===== config.mk =====
export PLATFORM = sky130hd
export DESIGN_NAME = tbtc_ctrl
export DESIGN_NICKNAME = d
export VERILOG_FILES = /design/src/tbtc_pkg.sv /design/src/tbtc_ctrl.sv /design/src/tbtc_fifo.sv /design/src/tbtc_uart.sv
export SDC_FILE = /design/constraint.sdc
export NUM_CORES = 2
export LEC_CHECK = 0
export ABC_CLOCK_PERIOD_IN_PS = 19000
export BUFFER_PORTS_ARGS = -buffer_cell sky130_fd_sc_hd__buf_2
export CAP_MARGIN = 20
export CORE_UTILIZATION = 55
export CTS_BUF_LIST = sky130_fd_sc_hd__clkbuf_16
export DETAILED_ROUTE_END_ITERATION = 16
export GPL_TIMING_DRIVEN = 0
export PLACE_DENSITY_LB_ADDON = 0.25
export SLEW_MARGIN = 20
export SYNTH_ARGS = -nofsm -noshare
export SYNTH_HDL_FRONTEND = slang
export SYNTH_SLANG_ARGS = --single-unit
export TNS_END_PERCENT = 1

===== constraint.sdc =====
create_clock -name clk -period 19 [get_ports clk]
set_input_delay 3.8 -clock clk [delete_from_list [all_inputs] [get_ports clk]]
set_output_delay 3.8 -clock clk [all_outputs]
set_load 0.01 [all_outputs]

===== src/tbtc_pkg.sv =====
// Notes on behaviour
// - store up to 250 appended characters
// - serial out on flag, in on sense
// - bit rate divided from system clock
// - delete removes last char and echoes it
// - control-E empties the whole store
// - stop marker stored, never printed
// - print halts at stop marker
// - control-C resumes after the marker
// - control-P prints from first character
// - print until end or next marker
// - reset pin and control-R reset alike
// - full store: discard, ring bell
// - print of empty store rings bell
// - delete on empty store rings bell
package tbtc_pkg;
    localparam int unsigned CLK_HZ = 20000000;
    localparam int unsigned BAUD_DEFAULT = 300;
    localparam int unsigned STORE_MAX = 250;
    localparam int unsigned FIFO_DEPTH = 16;
    localparam int unsigned DATA_W = 8;
    localparam int unsigned BIT_CNT_W = 4;
    localparam logic [3:0] BITS_PER_CHAR = 4'hA;
    localparam logic [3:0] DATA_BITS = 4'h8;
    localparam logic [7:0] CH_DELETE = 8'h7F;
    localparam logic [7:0] CH_STOP = 8'h02;
    localparam logic [7:0] CH_CONT = 8'h03;
    localparam logic [7:0] CH_ERASE = 8'h05;
    localparam logic [7:0] CH_PRINT = 8'h10;
    localparam logic [7:0] CH_RESET = 8'h12;
    localparam logic [7:0] CH_BELL = 8'h07;
    typedef enum logic [2:0] {
        TBTC_IDLE, TBTC_PRINT_RD, TBTC_PRINT_WAIT, TBTC_HALTED, TBTC_RESET
    } tbtc_mode_type;
endpackage : tbtc_pkg


===== src/tbtc_ctrl.sv =====
`timescale 1ns/1ns
module tbtc_ctrl #(
    parameter int unsigned BAUD = tbtc_pkg::BAUD_DEFAULT
) (
    // clock and reset
    input wire logic clk,
    input wire logic reset_n,
    input wire logic ext_reset,
    // serial link
    input wire logic sense_in,
    output logic flag_out,
    // status
    output logic [7:0] stored_count,
    output logic halted
);
    // 18 bits so that the slowest link rate still fits the divider
    localparam logic [17:0] BIT_DIV = 18'(tbtc_pkg::CLK_HZ / BAUD - 1);
    localparam logic [7:0] STORE_MAX = 8'(tbtc_pkg::STORE_MAX);

    typedef struct packed {
        logic er1, er2;
        tbtc_pkg::tbtc_mode_type mode;
        logic [7:0] count;
        logic [7:0] rd_ptr;
        logic [7:0] rd_data;
        logic tx_v;
        logic [7:0] tx_d;
        logic flag;
        logic halt;
    } tbtc_st_type;
    tbtc_st_type st_reg, st_next;
    logic [7:0] store [256];
    logic wr_en;
    logic [7:0] wr_addr, wr_data;
    logic soft_rst, rst_all;
    logic rx_v;
    logic [7:0] rx_d;
    logic fifo_out_v, fifo_out_rdy, fifo_in_rdy;
    logic [7:0] fifo_out_d;
    logic uart_flag, uart_tx_rdy;

    ////////////////////////////////////////////////////////////////////////
    // serial engine and transmit buffer
    tbtc_uart u_uart (
        .clk(clk),
        .reset_n(rst_all),
        .bit_div(BIT_DIV),
        .sense_in(sense_in),
        .flag_out(uart_flag),
        .rx_valid(rx_v),
        .rx_data(rx_d),
        .tx_valid(fifo_out_v),
        .tx_ready(fifo_out_rdy),
        .tx_data(fifo_out_d)
    );
    assign uart_tx_rdy = fifo_out_rdy;

    tbtc_fifo #(.WIDTH(tbtc_pkg::DATA_W), .DEPTH(tbtc_pkg::FIFO_DEPTH)) u_fifo (
        .clk(clk),
        .reset_n(rst_all),
        .flush(1'b0),
        .in_valid(st_reg.tx_v),
        .in_ready(fifo_in_rdy),
        .in_data(st_reg.tx_d),
        .out_valid(fifo_out_v),
        .out_ready(uart_tx_rdy),
        .out_data(fifo_out_d)
    );

    // reset from pin or from the control-R character
    assign soft_rst = rx_v && rx_d == tbtc_pkg::CH_RESET;
    assign rst_all = reset_n && !st_reg.er2 && st_reg.mode != tbtc_pkg::TBTC_RESET;

    ////////////////////////////////////////////////////////////////////////
    // character interpreter
    always_comb begin
        st_next = st_reg;
        st_next.er1 = ext_reset;
        st_next.er2 = st_reg.er1;
        st_next.flag = uart_flag;
        wr_en = 1'b0;
        wr_addr = st_reg.count;
        wr_data = rx_d;
        // a queued character leaves once the buffer takes it
        if (st_reg.tx_v && fifo_in_rdy) st_next.tx_v = 1'b0;
        case (st_reg.mode)
            tbtc_pkg::TBTC_RESET: begin
                st_next.mode = tbtc_pkg::TBTC_IDLE;
            end
            tbtc_pkg::TBTC_PRINT_RD: begin
                // store read is registered; data ready next cycle
                st_next.mode = tbtc_pkg::TBTC_PRINT_WAIT;
            end
            tbtc_pkg::TBTC_PRINT_WAIT: begin
                // leave only once the last character has reached the buffer
                if (!st_reg.tx_v) begin
                    if (st_reg.rd_ptr >= st_reg.count) begin
                        st_next.mode = tbtc_pkg::TBTC_IDLE;
                    end else if (st_reg.rd_data == tbtc_pkg::CH_STOP) begin
                        st_next.mode = tbtc_pkg::TBTC_HALTED;
                        st_next.rd_ptr = st_reg.rd_ptr + 8'h01;
                    end else begin
                        st_next.tx_v = 1'b1;
                        st_next.tx_d = st_reg.rd_data;
                        st_next.rd_ptr = st_reg.rd_ptr + 8'h01;
                        st_next.mode = tbtc_pkg::TBTC_PRINT_RD;
                    end
                end
            end
            default: begin
                // idle or halted: interpret arriving characters
                if (rx_v && !soft_rst) begin
                    if (rx_d == tbtc_pkg::CH_DELETE) begin
                        if (st_reg.count == 8'h00) begin
                            st_next.tx_v = 1'b1;
                            st_next.tx_d = tbtc_pkg::CH_BELL;
                        end else begin
                            // echo the removed character; a halted print stays halted
                            st_next.count = st_reg.count - 8'h01;
                            st_next.tx_v = 1'b1;
                            st_next.tx_d = st_reg.rd_data;
                        end
                    end else if (rx_d == tbtc_pkg::CH_ERASE) begin
                        st_next.count = 8'h00;
                        st_next.mode = tbtc_pkg::TBTC_IDLE;
                    end else if (rx_d == tbtc_pkg::CH_PRINT) begin
                        if (st_reg.count == 8'h00) begin
                            st_next.tx_v = 1'b1;
                            st_next.tx_d = tbtc_pkg::CH_BELL;
                            st_next.mode = tbtc_pkg::TBTC_IDLE;
                        end else begin
                            st_next.rd_ptr = 8'h00;
                            st_next.mode = tbtc_pkg::TBTC_PRINT_RD;
                        end
                    end else if (rx_d == tbtc_pkg::CH_CONT &&
                                 st_reg.mode == tbtc_pkg::TBTC_HALTED) begin
                        if (st_reg.rd_ptr >= st_reg.count) begin
                            st_next.mode = tbtc_pkg::TBTC_IDLE;
                        end else begin
                            st_next.mode = tbtc_pkg::TBTC_PRINT_RD;
                        end
                    end else if (rx_d == tbtc_pkg::CH_CONT) begin
                        st_next.mode = st_reg.mode;
                    end else if (st_reg.count >= STORE_MAX) begin
                        st_next.tx_v = 1'b1;
                        st_next.tx_d = tbtc_pkg::CH_BELL;
                    end else begin
                        wr_en = 1'b1;
                        st_next.count = st_reg.count + 8'h01;
                    end
                end
            end
        endcase
        if (soft_rst) st_next.mode = tbtc_pkg::TBTC_RESET;
        st_next.halt = st_next.mode == tbtc_pkg::TBTC_HALTED; // registered status
    end

    ////////////////////////////////////////////////////////////////////////
    // character store and state register
    always_ff @(posedge clk) begin
        if (wr_en) store[wr_addr] <= wr_data;
    end

    // read port: print pointer, or last character for delete echo
    always_ff @(posedge clk) begin
        if (!rst_all) begin
            st_reg <= '0;
            st_reg.flag <= 1'b1;
            st_reg.er1 <= st_next.er1 & reset_n;
            st_reg.er2 <= 1'b0;
            st_reg.mode <= tbtc_pkg::TBTC_IDLE;
        end else begin
            st_reg <= st_next;
            if (st_next.mode == tbtc_pkg::TBTC_PRINT_WAIT) begin
                st_reg.rd_data <= store[st_reg.rd_ptr];
            end else begin
                st_reg.rd_data <= store[st_next.count - 8'h01];
            end
        end
    end

    // outputs
    assign flag_out = st_reg.flag;
    assign stored_count = st_reg.count;
    assign halted = st_reg.halt;

    ////////////////////////////////////////////////////////////////////////
    // checks on the interpreter
    logic cmd_window;
    logic is_cmd;

    // characters other than control-R are interpreted only while idle or halted
    assign cmd_window = st_reg.mode == tbtc_pkg::TBTC_IDLE ||
        st_reg.mode == tbtc_pkg::TBTC_HALTED;
    assign is_cmd = rx_d == tbtc_pkg::CH_DELETE || rx_d == tbtc_pkg::CH_ERASE ||
        rx_d == tbtc_pkg::CH_PRINT || rx_d == tbtc_pkg::CH_CONT || rx_d == tbtc_pkg::CH_RESET;

    // a plain character is appended below the limit
    property p_append;
        @(posedge clk) disable iff (!rst_all)
        cmd_window && rx_v && !is_cmd && st_reg.count < STORE_MAX
            |=> st_reg.count == $past(st_reg.count) + 8'h01;
    endproperty
    a_append: assert property (p_append) else $error("character not appended");

    // a full store drops the character and rings the bell
    property p_full_bell;
        @(posedge clk) disable iff (!rst_all)
        cmd_window && rx_v && !is_cmd && st_reg.count == STORE_MAX
            |=> st_reg.count == STORE_MAX && st_reg.tx_v && st_reg.tx_d == tbtc_pkg::CH_BELL;
    endproperty
    a_full_bell: assert property (p_full_bell) else $error("full store no bell");

    // delete shortens the store and echoes the removed character
    property p_delete_echo;
        @(posedge clk) disable iff (!rst_all)
        cmd_window && rx_v && rx_d == tbtc_pkg::CH_DELETE && st_reg.count != 8'h00
            |=> st_reg.count == $past(st_reg.count) - 8'h01 && st_reg.tx_v &&
            st_reg.tx_d == store[st_reg.count];
    endproperty
    a_delete_echo: assert property (p_delete_echo) else $error("delete echo wrong");

    // delete on an empty store rings the bell
    property p_delete_empty;
        @(posedge clk) disable iff (!rst_all)
        cmd_window && rx_v && rx_d == tbtc_pkg::CH_DELETE && st_reg.count == 8'h00
            |=> st_reg.count == 8'h00 && st_reg.tx_v && st_reg.tx_d == tbtc_pkg::CH_BELL;
    endproperty
    a_delete_empty: assert property (p_delete_empty) else $error("empty delete no bell");

    // erase leaves an empty store
    property p_erase;
        @(posedge clk) disable iff (!rst_all)
        cmd_window && rx_v && rx_d == tbtc_pkg::CH_ERASE
            |=> st_reg.count == 8'h00 && !st_reg.halt;
    endproperty
    a_erase: assert property (p_erase) else $error("erase left text");

    // print of an empty store rings the bell
    property p_print_empty;
        @(posedge clk) disable iff (!rst_all)
        cmd_window && rx_v && rx_d == tbtc_pkg::CH_PRINT && st_reg.count == 8'h00
            |=> st_reg.tx_v && st_reg.tx_d == tbtc_pkg::CH_BELL && !st_reg.halt;
    endproperty
    a_print_empty: assert property (p_print_empty) else $error("empty print no bell");

    // print starts from the first stored character
    property p_print_start;
        @(posedge clk) disable iff (!rst_all)
        cmd_window && rx_v && rx_d == tbtc_pkg::CH_PRINT && st_reg.count != 8'h00
            |=> st_reg.mode == tbtc_pkg::TBTC_PRINT_RD && st_reg.rd_ptr == 8'h00;
    endproperty
    a_print_start: assert property (p_print_start) else $error("print not from start");

    // print ends once every stored character is queued
    property p_print_end;
        @(posedge clk) disable iff (!rst_all)
        st_reg.mode == tbtc_pkg::TBTC_PRINT_WAIT && !st_reg.tx_v && st_reg.rd_ptr >= st_reg.count
            |=> st_reg.mode == tbtc_pkg::TBTC_IDLE;
    endproperty
    a_print_end: assert property (p_print_end) else $error("print did not end");

    // a stop marker read during print halts without sending
    property p_stop_halt;
        @(posedge clk) disable iff (!rst_all)
        st_reg.mode == tbtc_pkg::TBTC_PRINT_WAIT && !st_reg.tx_v &&
        st_reg.rd_ptr < st_reg.count && store[st_reg.rd_ptr] == tbtc_pkg::CH_STOP
            |=> st_reg.halt && !st_reg.tx_v;
    endproperty
    a_stop_halt: assert property (p_stop_halt) else $error("marker did not halt");

    // the marker itself is never queued by print
    property p_no_stop_out;
        @(posedge clk) disable iff (!rst_all)
        !cmd_window && st_reg.tx_v |-> st_reg.tx_d != tbtc_pkg::CH_STOP;
    endproperty
    a_no_stop_out: assert property (p_no_stop_out) else $error("marker was printed");

    // continue resumes just after the marker
    property p_cont;
        @(posedge clk) disable iff (!rst_all)
        st_reg.mode == tbtc_pkg::TBTC_HALTED && rx_v && rx_d == tbtc_pkg::CH_CONT &&
        st_reg.rd_ptr < st_reg.count |=> st_reg.mode == tbtc_pkg::TBTC_PRINT_RD &&
        st_reg.rd_ptr == $past(st_reg.rd_ptr);
    endproperty
    a_cont: assert property (p_cont) else $error("continue did not resume");

    // control-R clears the logic two cycles later
    property p_soft_reset;
        @(posedge clk) disable iff (!reset_n)
        soft_rst |=> st_reg.mode == tbtc_pkg::TBTC_RESET ##1 st_reg.count == 8'h00 && !st_reg.halt;
    endproperty
    a_soft_reset: assert property (p_soft_reset) else $error("soft reset missed");
endmodule : tbtc_ctrl


===== src/tbtc_fifo.sv =====
`timescale 1ns/1ns
module tbtc_fifo #(
    parameter int unsigned WIDTH = 8,
    parameter int unsigned DEPTH = 16
) (
    // clock and reset
    input wire logic clk,
    input wire logic reset_n,
    input wire logic flush,
    // write side
    input wire logic in_valid,
    output logic in_ready,
    input wire logic [WIDTH-1:0] in_data,
    // read side
    output logic out_valid,
    input wire logic out_ready,
    output logic [WIDTH-1:0] out_data
);
    localparam int unsigned AW = $clog2(DEPTH);
    typedef struct packed {
        logic [AW-1:0] wp;
        logic [AW-1:0] rp;
        logic [AW:0] cnt;
    } tbtc_fifo_st_type;
    tbtc_fifo_st_type st_reg, st_next;
    logic [WIDTH-1:0] mem [DEPTH];
    logic do_wr, do_rd;

    // handshakes and flags
    assign in_ready = (st_reg.cnt != (AW+1)'(DEPTH)) && !flush;
    assign out_valid = (st_reg.cnt != '0);
    assign out_data = mem[st_reg.rp];
    assign do_wr = in_valid && in_ready;
    assign do_rd = out_valid && out_ready && !flush;

    // pointer and count update
    always_comb begin
        st_next = st_reg;
        if (do_wr) st_next.wp = st_reg.wp + AW'(1);
        if (do_rd) st_next.rp = st_reg.rp + AW'(1);
        st_next.cnt = st_reg.cnt + (AW+1)'(do_wr) - (AW+1)'(do_rd);
        if (flush) st_next = '0;
    end

    always_ff @(posedge clk) begin
        if (!reset_n) st_reg <= '0;
        else st_reg <= st_next;
        if (do_wr) mem[st_reg.wp] <= in_data;
    end
endmodule : tbtc_fifo


===== src/tbtc_uart.sv =====
`timescale 1ns/1ns
module tbtc_uart (
    // clock and reset
    input wire logic clk,
    input wire logic reset_n,
    input wire logic [17:0] bit_div,
    // serial pins
    input wire logic sense_in,
    output logic flag_out,
    // receive stream
    output logic rx_valid,
    output logic [7:0] rx_data,
    // transmit stream
    input wire logic tx_valid,
    output logic tx_ready,
    input wire logic [7:0] tx_data
);
    typedef struct packed {
        logic s1, s2;
        logic rx_busy;
        logic [17:0] rx_tmr;
        logic [3:0] rx_bit;
        logic [7:0] rx_sh;
        logic rx_v;
        logic tx_busy;
        logic [17:0] tx_tmr;
        logic [3:0] tx_bit;
        logic [9:0] tx_sh;
    } tbtc_uart_st_type;
    tbtc_uart_st_type st_reg, st_next;

    assign flag_out = st_reg.tx_sh[0];
    assign rx_valid = st_reg.rx_v;
    assign rx_data = st_reg.rx_sh;
    assign tx_ready = !st_reg.tx_busy;

    // bit timing derived from clock divider, mid-bit receive sampling
    always_comb begin
        st_next = st_reg;
        st_next.s1 = sense_in;
        st_next.s2 = st_reg.s1;
        st_next.rx_v = 1'b0;
        if (!st_reg.rx_busy) begin
            if (!st_reg.s2) begin // start bit seen
                st_next.rx_busy = 1'b1;
                st_next.rx_tmr = {1'b0, bit_div[17:1]};
                st_next.rx_bit = '0;
            end
        end else if (st_reg.rx_tmr != '0) begin
            st_next.rx_tmr = st_reg.rx_tmr - 18'h00001;
        end else begin
            st_next.rx_tmr = bit_div;
            st_next.rx_bit = st_reg.rx_bit + 4'h1;
            if (st_reg.rx_bit == 4'h0 && st_reg.s2) begin
                st_next.rx_busy = 1'b0; // glitch, not a start bit
            end else if (st_reg.rx_bit == tbtc_pkg::DATA_BITS + 4'h1) begin
                st_next.rx_busy = 1'b0;
                st_next.rx_v = st_reg.s2; // frame kept only with a high stop bit
            end else if (st_reg.rx_bit != 4'h0) begin
                st_next.rx_sh = {st_reg.s2, st_reg.rx_sh[7:1]}; // lsb first
            end
        end
        // transmitter
        if (!st_reg.tx_busy) begin
            if (tx_valid) begin
                st_next.tx_busy = 1'b1;
                st_next.tx_sh = {1'b1, tx_data, 1'b0};
                st_next.tx_tmr = bit_div;
                st_next.tx_bit = '0;
            end
        end else if (st_reg.tx_tmr != '0) begin
            st_next.tx_tmr = st_reg.tx_tmr - 18'h00001;
        end else begin
            st_next.tx_tmr = bit_div;
            st_next.tx_sh = {1'b1, st_reg.tx_sh[9:1]};
            st_next.tx_bit = st_reg.tx_bit + 4'h1;
            if (st_reg.tx_bit == tbtc_pkg::BITS_PER_CHAR - 4'h1) st_next.tx_busy = 1'b0;
        end
    end

    always_ff @(posedge clk) begin
        if (!reset_n) begin
            st_reg <= '0;
            st_reg.s1 <= 1'b1;
            st_reg.s2 <= 1'b1;
            st_reg.tx_sh <= 10'h3FF;
        end else begin
            st_reg <= st_next;
        end
    end
endmodule : tbtc_uart


==> impl_metrics.ini <==
[status]
status = finished clean

[sta]
rsz0062_at_grt = false
slew_headroom_pct = 6.76
tightest_slew_ns = 1.40
hold_violations = 0
timing.fmax_mhz = 89.3
setup_viol_count_final = 0
report.final.slew_viol_count = 0
fin_setup_tns_ns = 0
fin_skew_ns = 0.0550
period_share_pct = 59.0
fin_crit_ns = 11.20
whs_ns = 0.437

[final_layout]
fin_util_pct = 61.9
post_route_cells_drive_above_1_share_pct = 33.2
nets = 5894
syn2layout_area_growth_pct = 11.5
largest_reg_flops = 2048

[grt]
grt_usage_pct = 40.7
grt_overflow = 0
grt_pass1_wl_um = 536000
antenna_found_initial = 40
grt_max_degree = 92
grt_pass1_vias = 64294

[power]
powerDensity_mw_per_mm2 = 87.1
p_comb_share_pct = 3.5
p_leak_uw = 0.0373
swShare_pct = 21.9
ir_drop_uv = 83.7
p_int_uw = 8110
total_power_uw = 10400
p_seq_share_pct = 53.4
switchingPower_uw = 2280
p_clk_share_pct = 43.1

[synth]
synthTopCellsByArea = edfxtp_1 (61%), mux4_2 (27%), dfxtp_1 (2.5%)
ys.flop_type = edfxtp_1
synth_area_leader_cell = edfxtp_1
yosys_warnings = 0
synth_top_area_share_pct = 61.0
avgSynthCellArea_um2 = 19.4
synth_edf_count = 2176
synth_cells = 5513
syn_area_mm2 = 0.107
ys_types = 88
ys_ff_latch = 2308
synthArstFlopShare_pct = 0
ys_seq_area_share_pct = 63.5

[die]
row_count = 161
die-area_mm2 = 0.196
die_h_um = 443
io_pins = 14
die_w_um = 443
floorplan.initialDensity_pct = 55.5
core_area_mm2 = 0.193

[setup_path]
path_class = flip-flop to flip-flop
critical_path.max_fanout = 10
max_stage_delay_ns = 0.99
path_cells = inv_1 > ha_1 > or3b_2 > or2_1 > nand2_1 > a211oi_1 > a21oi_2 > buf_6 > buf_6 > buf_4 > buf_4 > buf_4 > ha_1 > clkbuf_1 > clkbuf_1 > clkbuf_1 > clkbuf_1 > mux4_2 > nand2_1 > a31oi_1 > nand4_1 > nor4bb_1 > o211ai_1
path_buf_inv = 10
crit_slowest_cell = clkbuf_1
required_ns = 19.70
critPathMostFrequentCell = clkbuf_1
end_kind = flip-flop
critPathArrivalTime_ns = 11.91
worstSetupStartpointType = flip-flop
cp_top_family = buffers and inverters

[drt]
drt_wl_total_um = 399000
dr.first_iter.drc_count = 14515
vias_per_cell = 7.92
drc_errors = 0
ant_nets = 0
vias = 68096
wl_per_cell_um = 46.4
firstDrtPassIters = 9

[clock_tree]
ctsLongestPathBuffers = 3
postCtsSetupRepairBufs = 0
cts.repair.resized = 0
cts_max_level = 4
clkTransAtPathRegs_ns = 0.06
ctsHoldBuffers = 0
cts_sinks = 2308
cts-buffers-inserted = 227
root_buffer = clkbuf_16
insertion_delay_ns = 0.94
tritoncts = yes

[place]
portBuffers = 13
place_hpwl_um = 288000
place_congestion = 1.08

[run]
drv_cap = 0

[hold_path]
hold_class = flip-flop to flip-flop
-- worst register-to-register path, cell delays in order (launching register included) --
cell	delay [ns]
dfxtp_1	0.45
inv_1	0.22
ha_1	0.28
or3b_2	0.74
or2_1	0.39
nand2_1	0.24
a211oi_1	0.16
a21oi_2	0.19
buf_6	0.32
buf_6	0.33
buf_4	0.46
buf_4	0.56
buf_4	0.42
ha_1	0.19
clkbuf_1	0.93
clkbuf_1	0.88
clkbuf_1	0.99
clkbuf_1	0.93
mux4_2	0.45
nand2_1	0.11
a31oi_1	0.10
nand4_1	0.39
nor4bb_1	0.85
o211ai_1	0.41
-- final timing paths --
check | from | to | slack (ns) | cells after the start
min reg2reg | u_uart.st_next[65]$_SDFF_PN1_ | u_uart.st_reg[65]$_SDFF_PN1_ | 0.44 | 1
min | u_uart.st_next[65]$_SDFF_PN1_ | u_uart.st_reg[65]$_SDFF_PN1_ | 0.44 | 1
max reg2reg | stored_count[1]$_SDFF_PN0_ | st_next[18]$_SDFF_PN0_ | 7.80 | 23
max | stored_count[1]$_SDFF_PN0_ | st_next[18]$_SDFF_PN0_ | 7.80 | 23
-- cells by family (layout without fill, tap and decap cells) --
logic type,after synthesis,in the layout,synth area share [%]
DFF,2308,2308,63.5
muxes,1360,1360,27.6
and+or+nand+nor,1030,1030,4.32
buffers and inverters,453,943,1.93
AOI/OAI and AO/OA,301,301,2.04
adders and majority gates,34,34,0.404
xor gates and xnor gates,26,26,0.244
other,1,68,0.00350
-- power by group through the flow --
stage | clock (uW) | sequential, uW | combinational (uW)
after floorplan | 0 | 5650 | 271
after global placement | 0 | 5660 | 353
after detailed placement | 0 | 5650 | 359
after CTS | 4460 | 5550 | 362
after global routing | 4640 | 5550 | 402
final | 4480 | 5550 | 364
-- area by class of cell --
class                   instances  area, um2
fillers                     13346      73600
clock buffers                 228       5710
flip-flops and latches       2308      68000
diodes                         28       70.1
repair buffers                 75       1240
inverters                      36        135
clock inverters               187       1660
multi-input cells            2791      37300
well taps                    2526       3160
plain buffers                 417       2100
-- synth_stat cells, types with 4 or more instances --
library cell	n
o211ai_1	9
mux2_2	13
a21o_1	9
nand2_1	317
mux4_2	1268
and4_1	7
xnor2_1	10
inv_1	35
a31oi_1	21
nor2_1	391
and2_1	29
nor3b_1	5
ha_1	33
a21oi_1	66
xor2_1	13
a32oi_1	30
o31ai_1	9
nor3_1	42
nand3b_1	9
edfxtp_1	2176
or3_1	22
a41o_1	7
or4_1	9
buf_1	69
buf_4	50
a2111oi_0	8
o2111a_1	7
nor4_1	12
buf_2	43
o311ai_0	4
nand4_1	42
clkbuf_1	240
nor2b_1	9
nand2b_1	21
a211oi_1	15
a311oi_1	13
mux2i_1	79
dfxtp_1	132
buf_6	13
and3_1	16
o21ai_0	35
a22oi_1	37
nand3_1	77
-- layer usage --
layer	vias up	part of all wire [%]	global-route usage (%)
met5	-	0.13	0.708
met4	30	7.9	24.7
met3	1537	17	18.8
met2	7169	42	57.1
met1	35211	33	51.7
li1	24149	-	-
-- placed cells by master, fill, tap and decap left out, types with 19 or more instances in the layout --
cell       count
clkbuf_16    228
bufinv_16     19
edfxtp_1    2176
or3_1         22
buf_16        31
mux4_2      1268
dfxtp_1      124
clkbuf_1     153
nor2_1       354
buf_1         19
conb_1        40
o21ai_0       35
a22oi_1       37
buf_6         20
a21oi_1       66
buf_2        107
clkbuf_2      92
clkinv_2      47
nor3_1        38
clkinv_1      45
ha_1          33
mux2i_1       79
inv_1         82
nand2b_1      21
nor2_2        38
a32oi_1       30
a31oi_1       21
nand4_1       42
buf_4         61
and2_1        29
diode_2       28
nand2_1      317
nand3_1       77
-- stage by stage --
stage | instances | area (um2) | worst slack (ns)
after detailed placement | 8144 | 112000 | 8.71
after floorplan | 5552 | 107000 | 10.24
after global placement | 8091 | 110000 | -0.580
after global routing | 8570 | 119000 | 8.27
after CTS | 8559 | 119000 | 8.71
final | 8596 | 119000 | 7.80
(Power assumes the default switching activity.)
